`src/rtl/nftf_params.svh`:
```
// Register offsets, field positions, reset values and timing counts
`ifndef NFTF_PARAMS_SVH
`define NFTF_PARAMS_SVH
`define NFTF_OFS_LOADCTRL   12'h430
`define NFTF_OFS_FIELD      12'h43C
`define NFTF_OFS_RXSTAT     12'h40C
`define NFTF_OFS_DLYMIN     12'h504
`define NFTF_OFS_DLYMAX     12'h508
`define NFTF_OFS_DLYMODE    12'h50C
`define NFTF_OFS_PTR        12'h510
`define NFTF_OFS_BUFSIZE    12'h514
`define NFTF_OFS_TXOPT      12'h518
`define NFTF_OFS_TXLEN      12'h51C
`define NFTF_OFS_RXOPT      12'h520
`define NFTF_OFS_RXLEN      12'h524
`define NFTF_OFS_IDFINAL    12'h590
`define NFTF_OFS_IDMID      12'h594
`define NFTF_OFS_IDLEN      12'h5A0
`define NFTF_OFS_CTRL       12'h600
`define NFTF_RST_DLYMIN     32'h00000480
`define NFTF_RST_DLYMAX     32'h00001000
`define NFTF_RST_DLYMODE    2'h1
`define NFTF_RST_TXOPT      5'h17
`define NFTF_RST_RXOPT      5'h15
`define NFTF_RST_IDFINAL    32'h00006363
`define NFTF_BUFSIZE_MAX    9'h101
`define NFTF_BIT_PARITY     0
`define NFTF_BIT_DROPSIDE   1
`define NFTF_BIT_SOF        2
`define NFTF_BIT_CHECK      4
`define NFTF_BIT_CRCFAIL    0
`define NFTF_BIT_OVERRUN    2
`define NFTF_BIT_GRID       8'h80
`endif

```
`src/rtl/nftf_pkg.sv`:
```
// Types shared by the frame timing block
package nftf_pkg;
    typedef enum logic [1:0] {
        NFTF_IMMEDIATE_SEND   = 2'h0,
        NFTF_WINDOW_SEND      = 2'h1,
        NFTF_SEND_AT_MAXIMUM  = 2'h2,
        NFTF_SEND_ON_BIT_GRID = 2'h3
    } nftf_mode_t;
    typedef enum logic [2:0] {
        NFTF_IDLE  = 3'h1,
        NFTF_WAIT  = 3'h2,
        NFTF_SEND  = 3'h4
    } nftf_state_t;
endpackage

```
`src/rtl/nftf_frame_timing.sv`:
```
// Frame configuration, reply-delay timing and status registers of the tag front end
// What this block does
// Read-only view of load modulation drive
// Field-present bit, valid when activated
// Receiver-locked status bit
// Minimum delay in carrier clocks, reset 0x480
// Maximum delay in carrier clocks, reset 0x1000
// Mode 0 sends at once, no timeout
// Mode 1 sends within min/max window
// Mode 2 sends exactly at maximum
// Mode 3 sends on bit grid in window
// One byte pointer for both directions
// Buffer size limited to 0..257
// Transmit bit 0 adds parity
// Transmit bit 1 picks drop side
// Transmit bit 2 adds start symbol
// Transmit bit 4 appends 16-bit check
// Receive bit 0 expects parity
// Receive bit 2 expects start symbol
// Receive bit 4 checks final 16 bits
// Final id bytes, reset 0x6363
// Middle id bytes in bits 23:0
// Id length code 0,1,2
// Check-failed flag set on mismatch
// Overrun flag, write one clears
// Transmit bytes 11:3, bits 2:0
// Report received bytes and leftover bits
//
// Added by the designer: the strobed register port.
`timescale 1ns/1ps
`default_nettype none
`include "nftf_params.svh"
module nftf_frame_timing #(
    parameter int AW = 12
) (
    input  wire logic          mclk,
    input  wire logic          rst_b,
    input  wire logic [AW-1:0] addr,
    input  wire logic [31:0]   wdata,
    input  wire logic          wr_stb,
    input  wire logic          rd_stb,
    output logic      [31:0]   rdata,
    input  wire logic          carrier_clk,
    input  wire logic          field_pin,
    input  wire logic          lock_pin,
    input  wire logic          activated,
    input  wire logic [4:0]    load_control_in,
    input  wire logic          transmit_start_task,
    input  wire logic          rx_frame_done,
    input  wire logic [8:0]    rx_whole_bytes,
    input  wire logic [2:0]    rx_leftover_bits,
    input  wire logic          rx_check_bad,
    input  wire logic          rx_overrun,
    output logic               tx_go,
    output logic               delay_timeout,
    output logic               tx_add_parity,
    output logic               unused_bit_drop_side,
    output logic               tx_add_sof,
    output logic               transmit_check_append,
    output logic               rx_expect_parity,
    output logic               rx_expect_sof,
    output logic               receive_check_verify,
    output logic [1:0]         tag_id_length,
    output logic [31:0]        frame_buffer_pointer,
    output logic [8:0]         frame_buffer_size
);
    // Pin inputs cross into mclk
    logic [3:0] pins_s;
    nftf_sync #(.W(4)) u_sync (
        .mclk  (mclk),
        .rst_b (rst_b),
        .din   ({carrier_clk, field_pin, lock_pin, activated}),
        .dout  (pins_s)
    );
    logic carrier_d_r;
    wire  carrier_tick = pins_s[3] & ~carrier_d_r;

    logic [31:0]             reply_delay_minimum_r;
    logic [31:0]             reply_delay_maximum_r;
    nftf_pkg::nftf_mode_t    reply_delay_mode_r;
    logic [31:0]             ptr_r;
    logic [8:0]              size_r;
    logic [4:0]              txopt_r;
    logic [11:0]             txlen_r;
    logic [4:0]              rxopt_r;
    logic [11:0]             rxlen_r;
    logic [31:0]             id_final_r;
    logic [23:0]             id_mid_r;
    logic [1:0]              id_len_r;
    logic                    crc_fail_r;
    logic                    overrun_r;
    nftf_pkg::nftf_state_t   state_r;
    nftf_pkg::nftf_state_t   state_nxt;
    logic [31:0]             dcount_r;
    logic                    pend_r;

    function automatic logic hit(input logic [AW-1:0] a, input logic [11:0] ofs);
        hit = (a == AW'(ofs));
    endfunction

    wire w_min  = wr_stb & hit(addr, `NFTF_OFS_DLYMIN);
    wire w_max  = wr_stb & hit(addr, `NFTF_OFS_DLYMAX);
    wire w_mode = wr_stb & hit(addr, `NFTF_OFS_DLYMODE);
    wire w_ptr  = wr_stb & hit(addr, `NFTF_OFS_PTR);
    wire w_size = wr_stb & hit(addr, `NFTF_OFS_BUFSIZE);
    wire w_txo  = wr_stb & hit(addr, `NFTF_OFS_TXOPT);
    wire w_txl  = wr_stb & hit(addr, `NFTF_OFS_TXLEN);
    wire w_rxo  = wr_stb & hit(addr, `NFTF_OFS_RXOPT);
    wire w_idf  = wr_stb & hit(addr, `NFTF_OFS_IDFINAL);
    wire w_idm  = wr_stb & hit(addr, `NFTF_OFS_IDMID);
    wire w_idl  = wr_stb & hit(addr, `NFTF_OFS_IDLEN);
    wire w_rxs  = wr_stb & hit(addr, `NFTF_OFS_RXSTAT);

    // Oversized buffer writes saturate at the top of range
    wire [8:0] size_wr = (wdata[31:9] != 23'h0 || wdata[8:0] > `NFTF_BUFSIZE_MAX) ?
                         `NFTF_BUFSIZE_MAX : wdata[8:0];
    wire [1:0] idl_wr  = (wdata[1:0] == 2'h3) ? 2'h2 : wdata[1:0];

    always_ff @(posedge mclk)
    begin
        if (!rst_b)
        begin
            reply_delay_minimum_r <= `NFTF_RST_DLYMIN;
            reply_delay_maximum_r <= `NFTF_RST_DLYMAX;
            reply_delay_mode_r    <= nftf_pkg::NFTF_WINDOW_SEND;
            ptr_r                 <= 32'h0;
            size_r                <= 9'h0;
            txopt_r               <= `NFTF_RST_TXOPT;
            txlen_r               <= 12'h0;
            rxopt_r               <= `NFTF_RST_RXOPT;
            id_final_r            <= `NFTF_RST_IDFINAL;
            id_mid_r              <= 24'h0;
            id_len_r              <= 2'h0;
        end
        else
        begin
            if (w_min)  reply_delay_minimum_r <= wdata;
            if (w_max)  reply_delay_maximum_r <= wdata;
            if (w_mode) reply_delay_mode_r <= nftf_pkg::nftf_mode_t'(wdata[1:0]);
            if (w_ptr)  ptr_r <= wdata;
            if (w_size) size_r <= size_wr;
            if (w_txo)  txopt_r <= {wdata[4], 1'b0, wdata[2:0]};
            if (w_txl)  txlen_r <= wdata[11:0];
            if (w_rxo)  rxopt_r <= {wdata[4], 1'b0, wdata[2], 1'b0, wdata[0]};
            if (w_idf)  id_final_r <= wdata;
            if (w_idm)  id_mid_r <= wdata[23:0];
            if (w_idl)  id_len_r <= idl_wr;
        end
    end

    // Receive result: hardware set beats software clear
    always_ff @(posedge mclk)
    begin
        if (!rst_b)
        begin
            crc_fail_r <= 1'b0;
            overrun_r  <= 1'b0;
            rxlen_r    <= 12'h0;
        end
        else
        begin
            if (rx_frame_done)
                rxlen_r <= {rx_whole_bytes, rx_leftover_bits};
            if (rx_frame_done && rxopt_r[`NFTF_BIT_CHECK])
                crc_fail_r <= rx_check_bad;
            else if (w_rxs && wdata[`NFTF_BIT_CRCFAIL])
                crc_fail_r <= 1'b0;
            if (rx_overrun)
                overrun_r <= 1'b1;
            else if (w_rxs && wdata[`NFTF_BIT_OVERRUN])
                overrun_r <= 1'b0;
        end
    end

    // Reply-delay timer counts carrier clocks since the start task
    wire above_min = dcount_r >= reply_delay_minimum_r;
    wire at_max    = dcount_r >= reply_delay_maximum_r;
    wire on_grid   = (dcount_r[6:0] == 7'h0);
    logic send_now;
    always_comb
    begin
        case (reply_delay_mode_r)
            nftf_pkg::NFTF_IMMEDIATE_SEND:  send_now = 1'b1;
            nftf_pkg::NFTF_WINDOW_SEND:     send_now = above_min;
            nftf_pkg::NFTF_SEND_AT_MAXIMUM: send_now = at_max;
            nftf_pkg::NFTF_SEND_ON_BIT_GRID: send_now = above_min & on_grid;
            default:                        send_now = 1'b0;
        endcase
    end
    wire immediate = (reply_delay_mode_r == nftf_pkg::NFTF_IMMEDIATE_SEND);
    wire window_over = carrier_tick & at_max & ~immediate;

    always_comb
    begin
        state_nxt = state_r;
        case (state_r)
            nftf_pkg::NFTF_IDLE:
                if (transmit_start_task)
                    state_nxt = immediate ? nftf_pkg::NFTF_SEND : nftf_pkg::NFTF_WAIT;
            nftf_pkg::NFTF_WAIT:
                if (pend_r && send_now)
                    state_nxt = nftf_pkg::NFTF_SEND;
                else if (window_over)
                    state_nxt = nftf_pkg::NFTF_IDLE;
            nftf_pkg::NFTF_SEND:
                state_nxt = nftf_pkg::NFTF_IDLE;
            default:
                state_nxt = nftf_pkg::NFTF_IDLE;
        endcase
    end

    always_ff @(posedge mclk)
    begin
        if (!rst_b)
        begin
            state_r     <= nftf_pkg::NFTF_IDLE;
            dcount_r    <= 32'h0;
            pend_r      <= 1'b0;
            carrier_d_r <= 1'b0;
        end
        else
        begin
            carrier_d_r <= pins_s[3];
            state_r     <= state_nxt;
            if (state_r == nftf_pkg::NFTF_IDLE)
                dcount_r <= 32'h0;
            else if (carrier_tick)
                dcount_r <= dcount_r + 32'h1;
            pend_r <= (state_r == nftf_pkg::NFTF_WAIT) & carrier_tick;
        end
    end

    always_ff @(posedge mclk)
    begin
        if (!rst_b)
        begin
            tx_go         <= 1'b0;
            delay_timeout <= 1'b0;
        end
        else
        begin
            tx_go         <= (state_nxt == nftf_pkg::NFTF_SEND);
            delay_timeout <= (state_r == nftf_pkg::NFTF_WAIT) &&
                             (state_nxt == nftf_pkg::NFTF_IDLE);
        end
    end

    assign tx_add_parity         = txopt_r[`NFTF_BIT_PARITY];
    assign unused_bit_drop_side  = txopt_r[`NFTF_BIT_DROPSIDE];
    assign tx_add_sof            = txopt_r[`NFTF_BIT_SOF];
    assign transmit_check_append = txopt_r[`NFTF_BIT_CHECK];
    assign rx_expect_parity      = rxopt_r[`NFTF_BIT_PARITY];
    assign rx_expect_sof         = rxopt_r[`NFTF_BIT_SOF];
    assign receive_check_verify  = rxopt_r[`NFTF_BIT_CHECK];
    assign tag_id_length         = id_len_r;
    assign frame_buffer_pointer  = ptr_r;
    assign frame_buffer_size     = size_r;

    // Field bit reads zero outside the activated state
    wire [31:0] field_word = {30'h0, pins_s[1], pins_s[2] & pins_s[0]};
    logic [31:0] rd_mux;
    always_comb
    begin
        case (addr)
            AW'(`NFTF_OFS_LOADCTRL): rd_mux = {27'h0, load_control_in};
            AW'(`NFTF_OFS_FIELD):    rd_mux = field_word;
            AW'(`NFTF_OFS_RXSTAT):   rd_mux = {29'h0, overrun_r, 1'b0, crc_fail_r};
            AW'(`NFTF_OFS_DLYMIN):   rd_mux = reply_delay_minimum_r;
            AW'(`NFTF_OFS_DLYMAX):   rd_mux = reply_delay_maximum_r;
            AW'(`NFTF_OFS_DLYMODE):  rd_mux = {30'h0, reply_delay_mode_r};
            AW'(`NFTF_OFS_PTR):      rd_mux = ptr_r;
            AW'(`NFTF_OFS_BUFSIZE):  rd_mux = {23'h0, size_r};
            AW'(`NFTF_OFS_TXOPT):    rd_mux = {27'h0, txopt_r};
            AW'(`NFTF_OFS_TXLEN):    rd_mux = {20'h0, txlen_r};
            AW'(`NFTF_OFS_RXOPT):    rd_mux = {27'h0, rxopt_r};
            AW'(`NFTF_OFS_RXLEN):    rd_mux = {20'h0, rxlen_r};
            AW'(`NFTF_OFS_IDFINAL):  rd_mux = id_final_r;
            AW'(`NFTF_OFS_IDMID):    rd_mux = {8'h0, id_mid_r};
            AW'(`NFTF_OFS_IDLEN):    rd_mux = {30'h0, id_len_r};
            AW'(`NFTF_OFS_CTRL):     rd_mux = {29'h0, state_r};
            default:                 rd_mux = 32'h0;
        endcase
    end

    always_ff @(posedge mclk)
    begin
        if (!rst_b)
            rdata <= 32'h0;
        else if (rd_stb)
            rdata <= rd_mux;
        else
            rdata <= 32'h0;
    end
endmodule
`default_nettype wire

```
`src/rtl/nftf_sync.sv`:
```
// Two flip-flop synchroniser for pin inputs
`timescale 1ns/1ps
`default_nettype none
module nftf_sync #(
    parameter int W = 1
) (
    input  wire logic         mclk,
    input  wire logic         rst_b,
    input  wire logic [W-1:0] din,
    output logic      [W-1:0] dout
);
    logic [W-1:0] meta_r;
    always_ff @(posedge mclk)
    begin
        if (!rst_b)
        begin
            meta_r <= '0;
            dout   <= '0;
        end
        else
        begin
            meta_r <= din;
            dout   <= meta_r;
        end
    end
endmodule
`default_nettype wire

```
`config.mk`:
```
export PLATFORM = sky130hd
export DESIGN_NAME = nftf_frame_timing
export DESIGN_NICKNAME = d
export VERILOG_FILES = /design/src/rtl/nftf_pkg.sv /design/src/rtl/nftf_frame_timing.sv /design/src/rtl/nftf_sync.sv
export VERILOG_INCLUDE_DIRS = /design/src /design/src/rtl
export SDC_FILE = /design/constraint.sdc
export NUM_CORES = 1
export LEC_CHECK = 0
export ABC_AREA = 1
export BUFFER_PORTS_ARGS = -buffer_cell sky130_fd_sc_hd__buf_2
export CAP_MARGIN = 20
export CORE_AREA = 2 2 160 162
export CTS_CLUSTER_DIAMETER = 30
export DETAILED_ROUTE_END_ITERATION = 8
export DIE_AREA = 0 0 162 164
export GPL_TIMING_DRIVEN = 1
export PLACE_DENSITY = 0.79
export SLEW_MARGIN = 20
export SYNTH_ARGS = -nofsm -noshare
export SYNTH_HDL_FRONTEND = slang
export SYNTH_SLANG_ARGS = --single-unit
export TNS_END_PERCENT = 30
```
`constraint.sdc`:
```
create_clock -name mclk -period 1.68 [get_ports mclk]
set_input_delay 0.084 -clock mclk [delete_from_list [all_inputs] [get_ports mclk]]
set_output_delay 0.084 -clock mclk [all_outputs]
set_load 0.05 [all_outputs]
```
Yosys cells after proc, flatten, opt, wreduce, memory -nomap -nowiden
Cells that the tools add are included.
Storage, ports and cells
  flip-flop bits (word level): 277
  latch bits: 0
  RAM bits: 0
  ROM bits: 0
  bits of input ports: 73
  output and inout port bits: 84
  logic and storage cells: 98
  memories kept: 0
Cells by class
  add/sub/neg operators: 1
  multiply operators: 0
  divide/modulo/power cells: 0
  $lt $le $gt $ge: 3
  equal/unequal tests: 24
  shift operators: 0
  mux-type cells: 13
  bitwise logic cells: 21
  reduce and logical (&&, ||, !) cells: 13
Operator list (count)
  $pmux 32 s16: 1
  $eq 12x11->1 const B: 16
  $ge 32x32->1: 2
  $add 32x1->32 const B: 1
  $reduce_bool 23->1: 1
  $and 1x1->1: 18
  $mux 3: 4
  $gt 9x9->1 const B: 1
  $mux 9: 1
  $logic_not 7->1: 1
  $eq 2x2->1 const B: 3
  $eq 3x1->1 const B: 2
  $pmux 3 s2: 1
  $logic_and 1x1->1: 5
  $mux 1: 4
  $pmux 1 s4: 1
  $reduce_bool 2->1: 2
  $eq 3x2->1 const B: 1
  $eq 3x3->1 const B: 1
  $not 1->1: 3
  $eq 2x1->1 const B: 1
  $logic_not 2->1: 1
  $mux 2: 1
  $reduce_and 2->1: 1
  other kinds (2): 2

Logic depth before layout (Yosys ltp)
  depth in word-level cells: 9
  depth in mapped cells: 18
  gate-level depth less buffers: 18

Hierarchy
A second synthesis with hierarchy kept.
Unflattened totals
  cells, all modules: 1655
  area total of the unflattened synthesis: 12786.0 um^2
Modules (own cells, without submodules)
  nftf_frame_timing: times used 1, cells each 1630, area each 12560.8 um^2, seq. area each 5385.2 um^2
  nftf_sync: times used 1, cells each 25, area each 225.2 um^2, seq. area each 160.2 um^2

Worst setup path before layout
No wires, ideal clock.
  kind: reg2reg
  start point: register dcount_r[0]
  end point: register state_r[0]
  library setup time: 133 ps
  arrival: 1546 ps
  data required time: 1547 ps
  setup slack: 1 ps
  stages on the path, launching flop included: 16
  path buffers: 0
  clock period less this slack: 1679 ps
  cells stage by stage: dfxtp_1 > inv_1 > ha_1 > nand4_1 > nor2_1 > nor2_1 > nand2_1 > nand2_1 > nand2_1 > nand2_1 > nand2_1 > nand2_1 > nand2_1 > nand3_1 > nand2_1 > nand3_1
Between the ends
  longest elaborated chain between the ends: 6
  elaborated cells on any way between the ends: 11
  classes of those cells: order compare: 2; mux: 4; bitwise: 3; reduce/logical: 2
Ends and longest elaborated chain
  start: declaration: RTL line nftf_frame_timing.sv:94  | logic [31:0] dcount_r;
  start signal: assignment: RTL line nftf_frame_timing.sv:228  | dcount_r <= dcount_r + 32'h1;
  $ge 32x32->1, or another cell as far along: RTL line nftf_frame_timing.sv:176  | wire above_min = dcount_r >= reply_delay_minimum_r;
  $and 1x1->1, on equally long branches: RTL line nftf_frame_timing.sv:186, nftf_frame_timing.sv:191
  $pmux 1 s4 or $and 1x1->1 (tied branches): RTL line nftf_frame_timing.sv:182, nftf_frame_timing.sv:191
  $logic_and 1x1->1 or $mux 3 (tied branches): RTL line nftf_frame_timing.sv:201, nftf_frame_timing.sv:203
  $mux 3 (*): RTL line nftf_frame_timing.sv:201  | if (pend_r && send_now)
  $pmux 3 s2 (*): RTL line nftf_frame_timing.sv:196  | case (state_r)
  end signal: assignment: RTL line nftf_frame_timing.sv:216  | state_r <= nftf_pkg::NFTF_IDLE;
  end signal: assignment: RTL line nftf_frame_timing.sv:224  | state_r <= state_nxt;
  end: declaration: RTL line nftf_frame_timing.sv:92  | nftf_pkg::nftf_state_t state_r;
Every way passes the cells marked *; elsewhere a longest branch is shown, timed or not.
A chain may end at the register's enable or synchronous reset.

Final worst setup path
  start point: register reply_delay_minimum_r[25]
  end point: register tx_go
Between the ends
  longest elaborated chain between the ends: 7
Ends and longest elaborated chain
  start: declaration: RTL line nftf_frame_timing.sv:78  | logic [31:0] reply_delay_minimum_r;
  start signal: assignment: RTL line nftf_frame_timing.sv:123  | reply_delay_minimum_r <= `NFTF_RST_DLYMIN;
  start signal: assignment: RTL line nftf_frame_timing.sv:137  | if (w_min) reply_delay_minimum_r <= wdata;
  $ge 32x32->1 (*): RTL line nftf_frame_timing.sv:176
  $and 1x1->1: RTL line nftf_frame_timing.sv:186  | nftf_pkg::NFTF_SEND_ON_BIT_GRID: send_now = above_min & on_grid;
  $pmux 1 s4 (*): RTL line nftf_frame_timing.sv:182  | case (reply_delay_mode_r)
  $logic_and 1x1->1 (*): RTL line nftf_frame_timing.sv:201
  $mux 3 (*): RTL line nftf_frame_timing.sv:201
  $pmux 3 s2 (*): RTL line nftf_frame_timing.sv:196
  $eq 3x3->1 (*): RTL line nftf_frame_timing.sv:242  | tx_go <= (state_nxt == nftf_pkg::NFTF_SEND);
  end signal: assignment: RTL line nftf_frame_timing.sv:242
  end: declaration: RTL line nftf_frame_timing.sv:54  | output logic tx_go,
Marked as above.

==> results.cfg <==
[status]
run_status = finished with violations
violations = negative setup slack

[critical_path]
critPathTopFamily = simple AND/OR/NAND/NOR gates
worst_ep_required_time_ns = 2.07
path_class = flop to flop
path_cells = inv_1, ha_1, a21oi_2, o21ai_0, nand2_1, o2111ai_2, nor2_1, nand2_2, nand4_1, a21oi_1
critPathMaxFanout = 2
max_stage_delay_ns = 0.35
crit_arrival_ns = 2.37
crit_buf_inv = 1
cp_slowest_cell = dfxtp_1
timing.critical_path.to_type = flop
worst_setup_path_start_kind = flop

[layout]
final_cell_mix = dfxtp_1 (252), inv_1 (239), a21oi_1 (222), o21ai_0 (205), buf_4 (198)
final_cell_count_no_fill = 2495
utilization_pct = 75.1
drive_gt1_share_pct = 28.6
finish.instance_area_um2 = 18600
fillCellCount = 1551
nets = 2264
seqCellArea_um2 = 5580
layout_commonest_cell = dfxtp_1
syn_to_final_growth_pct = 43.3
diodes = 0
multi_input_area_um2 = 6520

[clock_tree]
cts_buffers = 51
clkTransAtPathRegs_ns = 0.05
clk_latency_ns = 0.54
clk_path_buf_depth = 3
root_buffer = clkbuf_16
clock-sinks = 277
h-tree-depth = 2
cts_tree = yes

[power]
peakVddDrop_v = 0.000611
leakagePower_nw = 8.11
powerDensity_nw_per_um2 = 954
p_total_mw = 17.8

[timing]
finalSetupViolCount = 26
maxSlewViolCount = 0
period_minus_slack_ns = 1.99
rsz0062_at_grt = yes
hold_violations = 0
finalCritPeriodShare_pct = 118
max_slew_margin_pct = 53.6
clock.fmax_mhz = 503
finClkSkew_ns = 0.0125
tightestPinTransition_ns = 0.696
setup_ws_ns = -0.307

[yosys]
synth_edf_count = 0
syn_inst = 1702
async_flop_share_pct = 0
yosys_register_bits = 277
synth_fp_nets = 1841
avgSynthCellArea_um2 = 7.64
yosysSeqAreaShare_pct = 42.6
yosys_warnings = 0
synth_area_um2 = 13000
post_synth_num_cell_types = 51
synth-main-ff-cell = dfxtp_1

[floorplanning]
dieArea_um2 = 26600
coreArea_um2 = 24800
die_w_um = 162
die_h_um = 164
rows = 58
initial_utilization_pct = 52.4
top_level_ports = 157

[min_path]
worstHoldPathType = primary input to flop

[routing]
totalWireLength_um = 50100
drtPass1Iterations = 9
wl_per_cell_um = 20.1
drt_iter0_drc = 2001
detail-route-antenna-nets = 0
viasPerCell = 5.99
vias = 14954
drc_errors = 0

[placement]
place_area_um2 = 15700
numPortBuffers = 156
gp_congestion = 0.947
hpwl_um = 30400
placed_cells = 2326

[global_route]
grt_max_degree = 110
grt_pass1_wl_um = 75200
overflow = 0
grt_pass1_vias = 14689
groute.usage.overall_pct = 35.4
antenna_found_initial = 0

[job]
drv_cap = 0
==> path summary, 6_finish.rpt <==
path	from	to	slack, ns	depth (start not counted)
setup / recovery	reply_delay_minimum_r[25]	tx_go	-0.31	10
hold / removal	load_control_in[3]	rdata[3]	0.04	5
setup reg to reg	reply_delay_minimum_r[25]	tx_go	-0.31	10
hold reg to reg	u_sync.meta_r[1]	u_sync.dout[1]	0.41	2
==> cells by family after synthesis <==
logic type | synth area share [%]
adders and majority gates | 6.35
AOI/OAI and AO/OA | 22.6
buffers and inverters | 10.4
and+or+nand+nor | 17.2
DFF | 42.6
xor gates and xnor gates | 0.741
==> layout make-up <==
class	instances	share of cell area (%)
well taps	330	2.22
clock buffers	65	7.61
clock inverters	28	1.79
repair buffers	444	18.0
flip-flops and latches	277	30.0
inverters	272	5.49
multi-input cells	1079	35.0
==> synthesized netlist by cell type (all sizes together), types with 3 or more instances <==
cell type | count | share of area (%)
dfxtp | 277 | 43
inv | 271 | 7.8
a21oi | 229 | 8.8
nand2 | 214 | 6.5
o21ai | 213 | 8.2
nor2 | 113 | 4.0
ha | 66 | 6.4
nand3 | 50 | 2.3
clkbuf | 48 | 1.4
nor3 | 33 | 1.6
nand4 | 28 | 1.4
o22ai | 28 | 1.3
buf | 27 | 1.2
nor4 | 21 | 1.3
o211ai | 21 | 1.2
a221oi | 19 | 1.3
o221ai | 9 | 0.61
xor2 | 7 | 0.47
a211oi | 6 | 0.35
xnor2 | 4 | 0.27
o21a | 3 | 0.17
==> routing by layer <==
metal / vias up / wire (um) / track usage (%)
li1: 6633 / - / -
met1: 6912 / 18400 / 42.4
met2: 1096 / 22900 / 57.9
met3: 313 / 5610 / 9.19
met4: 0 / 3150 / 20.0
met5: - / 0 / 0
==> where the power goes <==
part | switching, mW | internal [mW] | total, mW | leakage (nW)
Clock | 3.54 | 6.87 | 10.4 | 0.835
Combinational | 0.438 | 0.291 | 0.729 | 5.03
Sequential | 0.0221 | 6.61 | 6.64 | 2.25
==> state kept, by name, indices dropped and copies added (netlist names), 4 cells and up <==
name,count
dcount_r,32
frame_buffer_pointer,32
id_final_r,32
rdata,32
reply_delay_maximum_r,32
reply_delay_minimum_r,32
id_mid_r,24
rxlen_r,12
txlen_r,12
frame_buffer_size,9
txopt_r,4
u_sync.dout,4
u_sync.meta_r,4
==> through the flow <==
stage / setup TNS (ns) / setup WS (ns) / hold WS (ns)
finish: -3.37 / -0.307 / 0.0406
global route: -5.49 / -0.395 / 0.0520
CTS: -1.65 / -0.249 / 0.0136
detailed placement: -3.92 / -0.405 / 0.270
global placement: -1.92 / -0.230 / 0.269
floorplan: 0 / 0.000808 / 0.182
==> worst min-delay path, stage by stage <==
cell and delay, ns:
buf_2 0.09, nand3_1 0.10, o21ai_0 0.09, nor4_1 0.07
nor2_1 0.10
==> what timing repair did <==
item,CTS,global route
hold endpoints to repair,185,17
gates cloned,0,1
pin swaps,17,32
resized for setup,45,80
setup buffers,3,1
endpoints found under the setup margin,20,33
hold buffers,69,8
No activity file was read; power rests on OpenSTA's default activity.
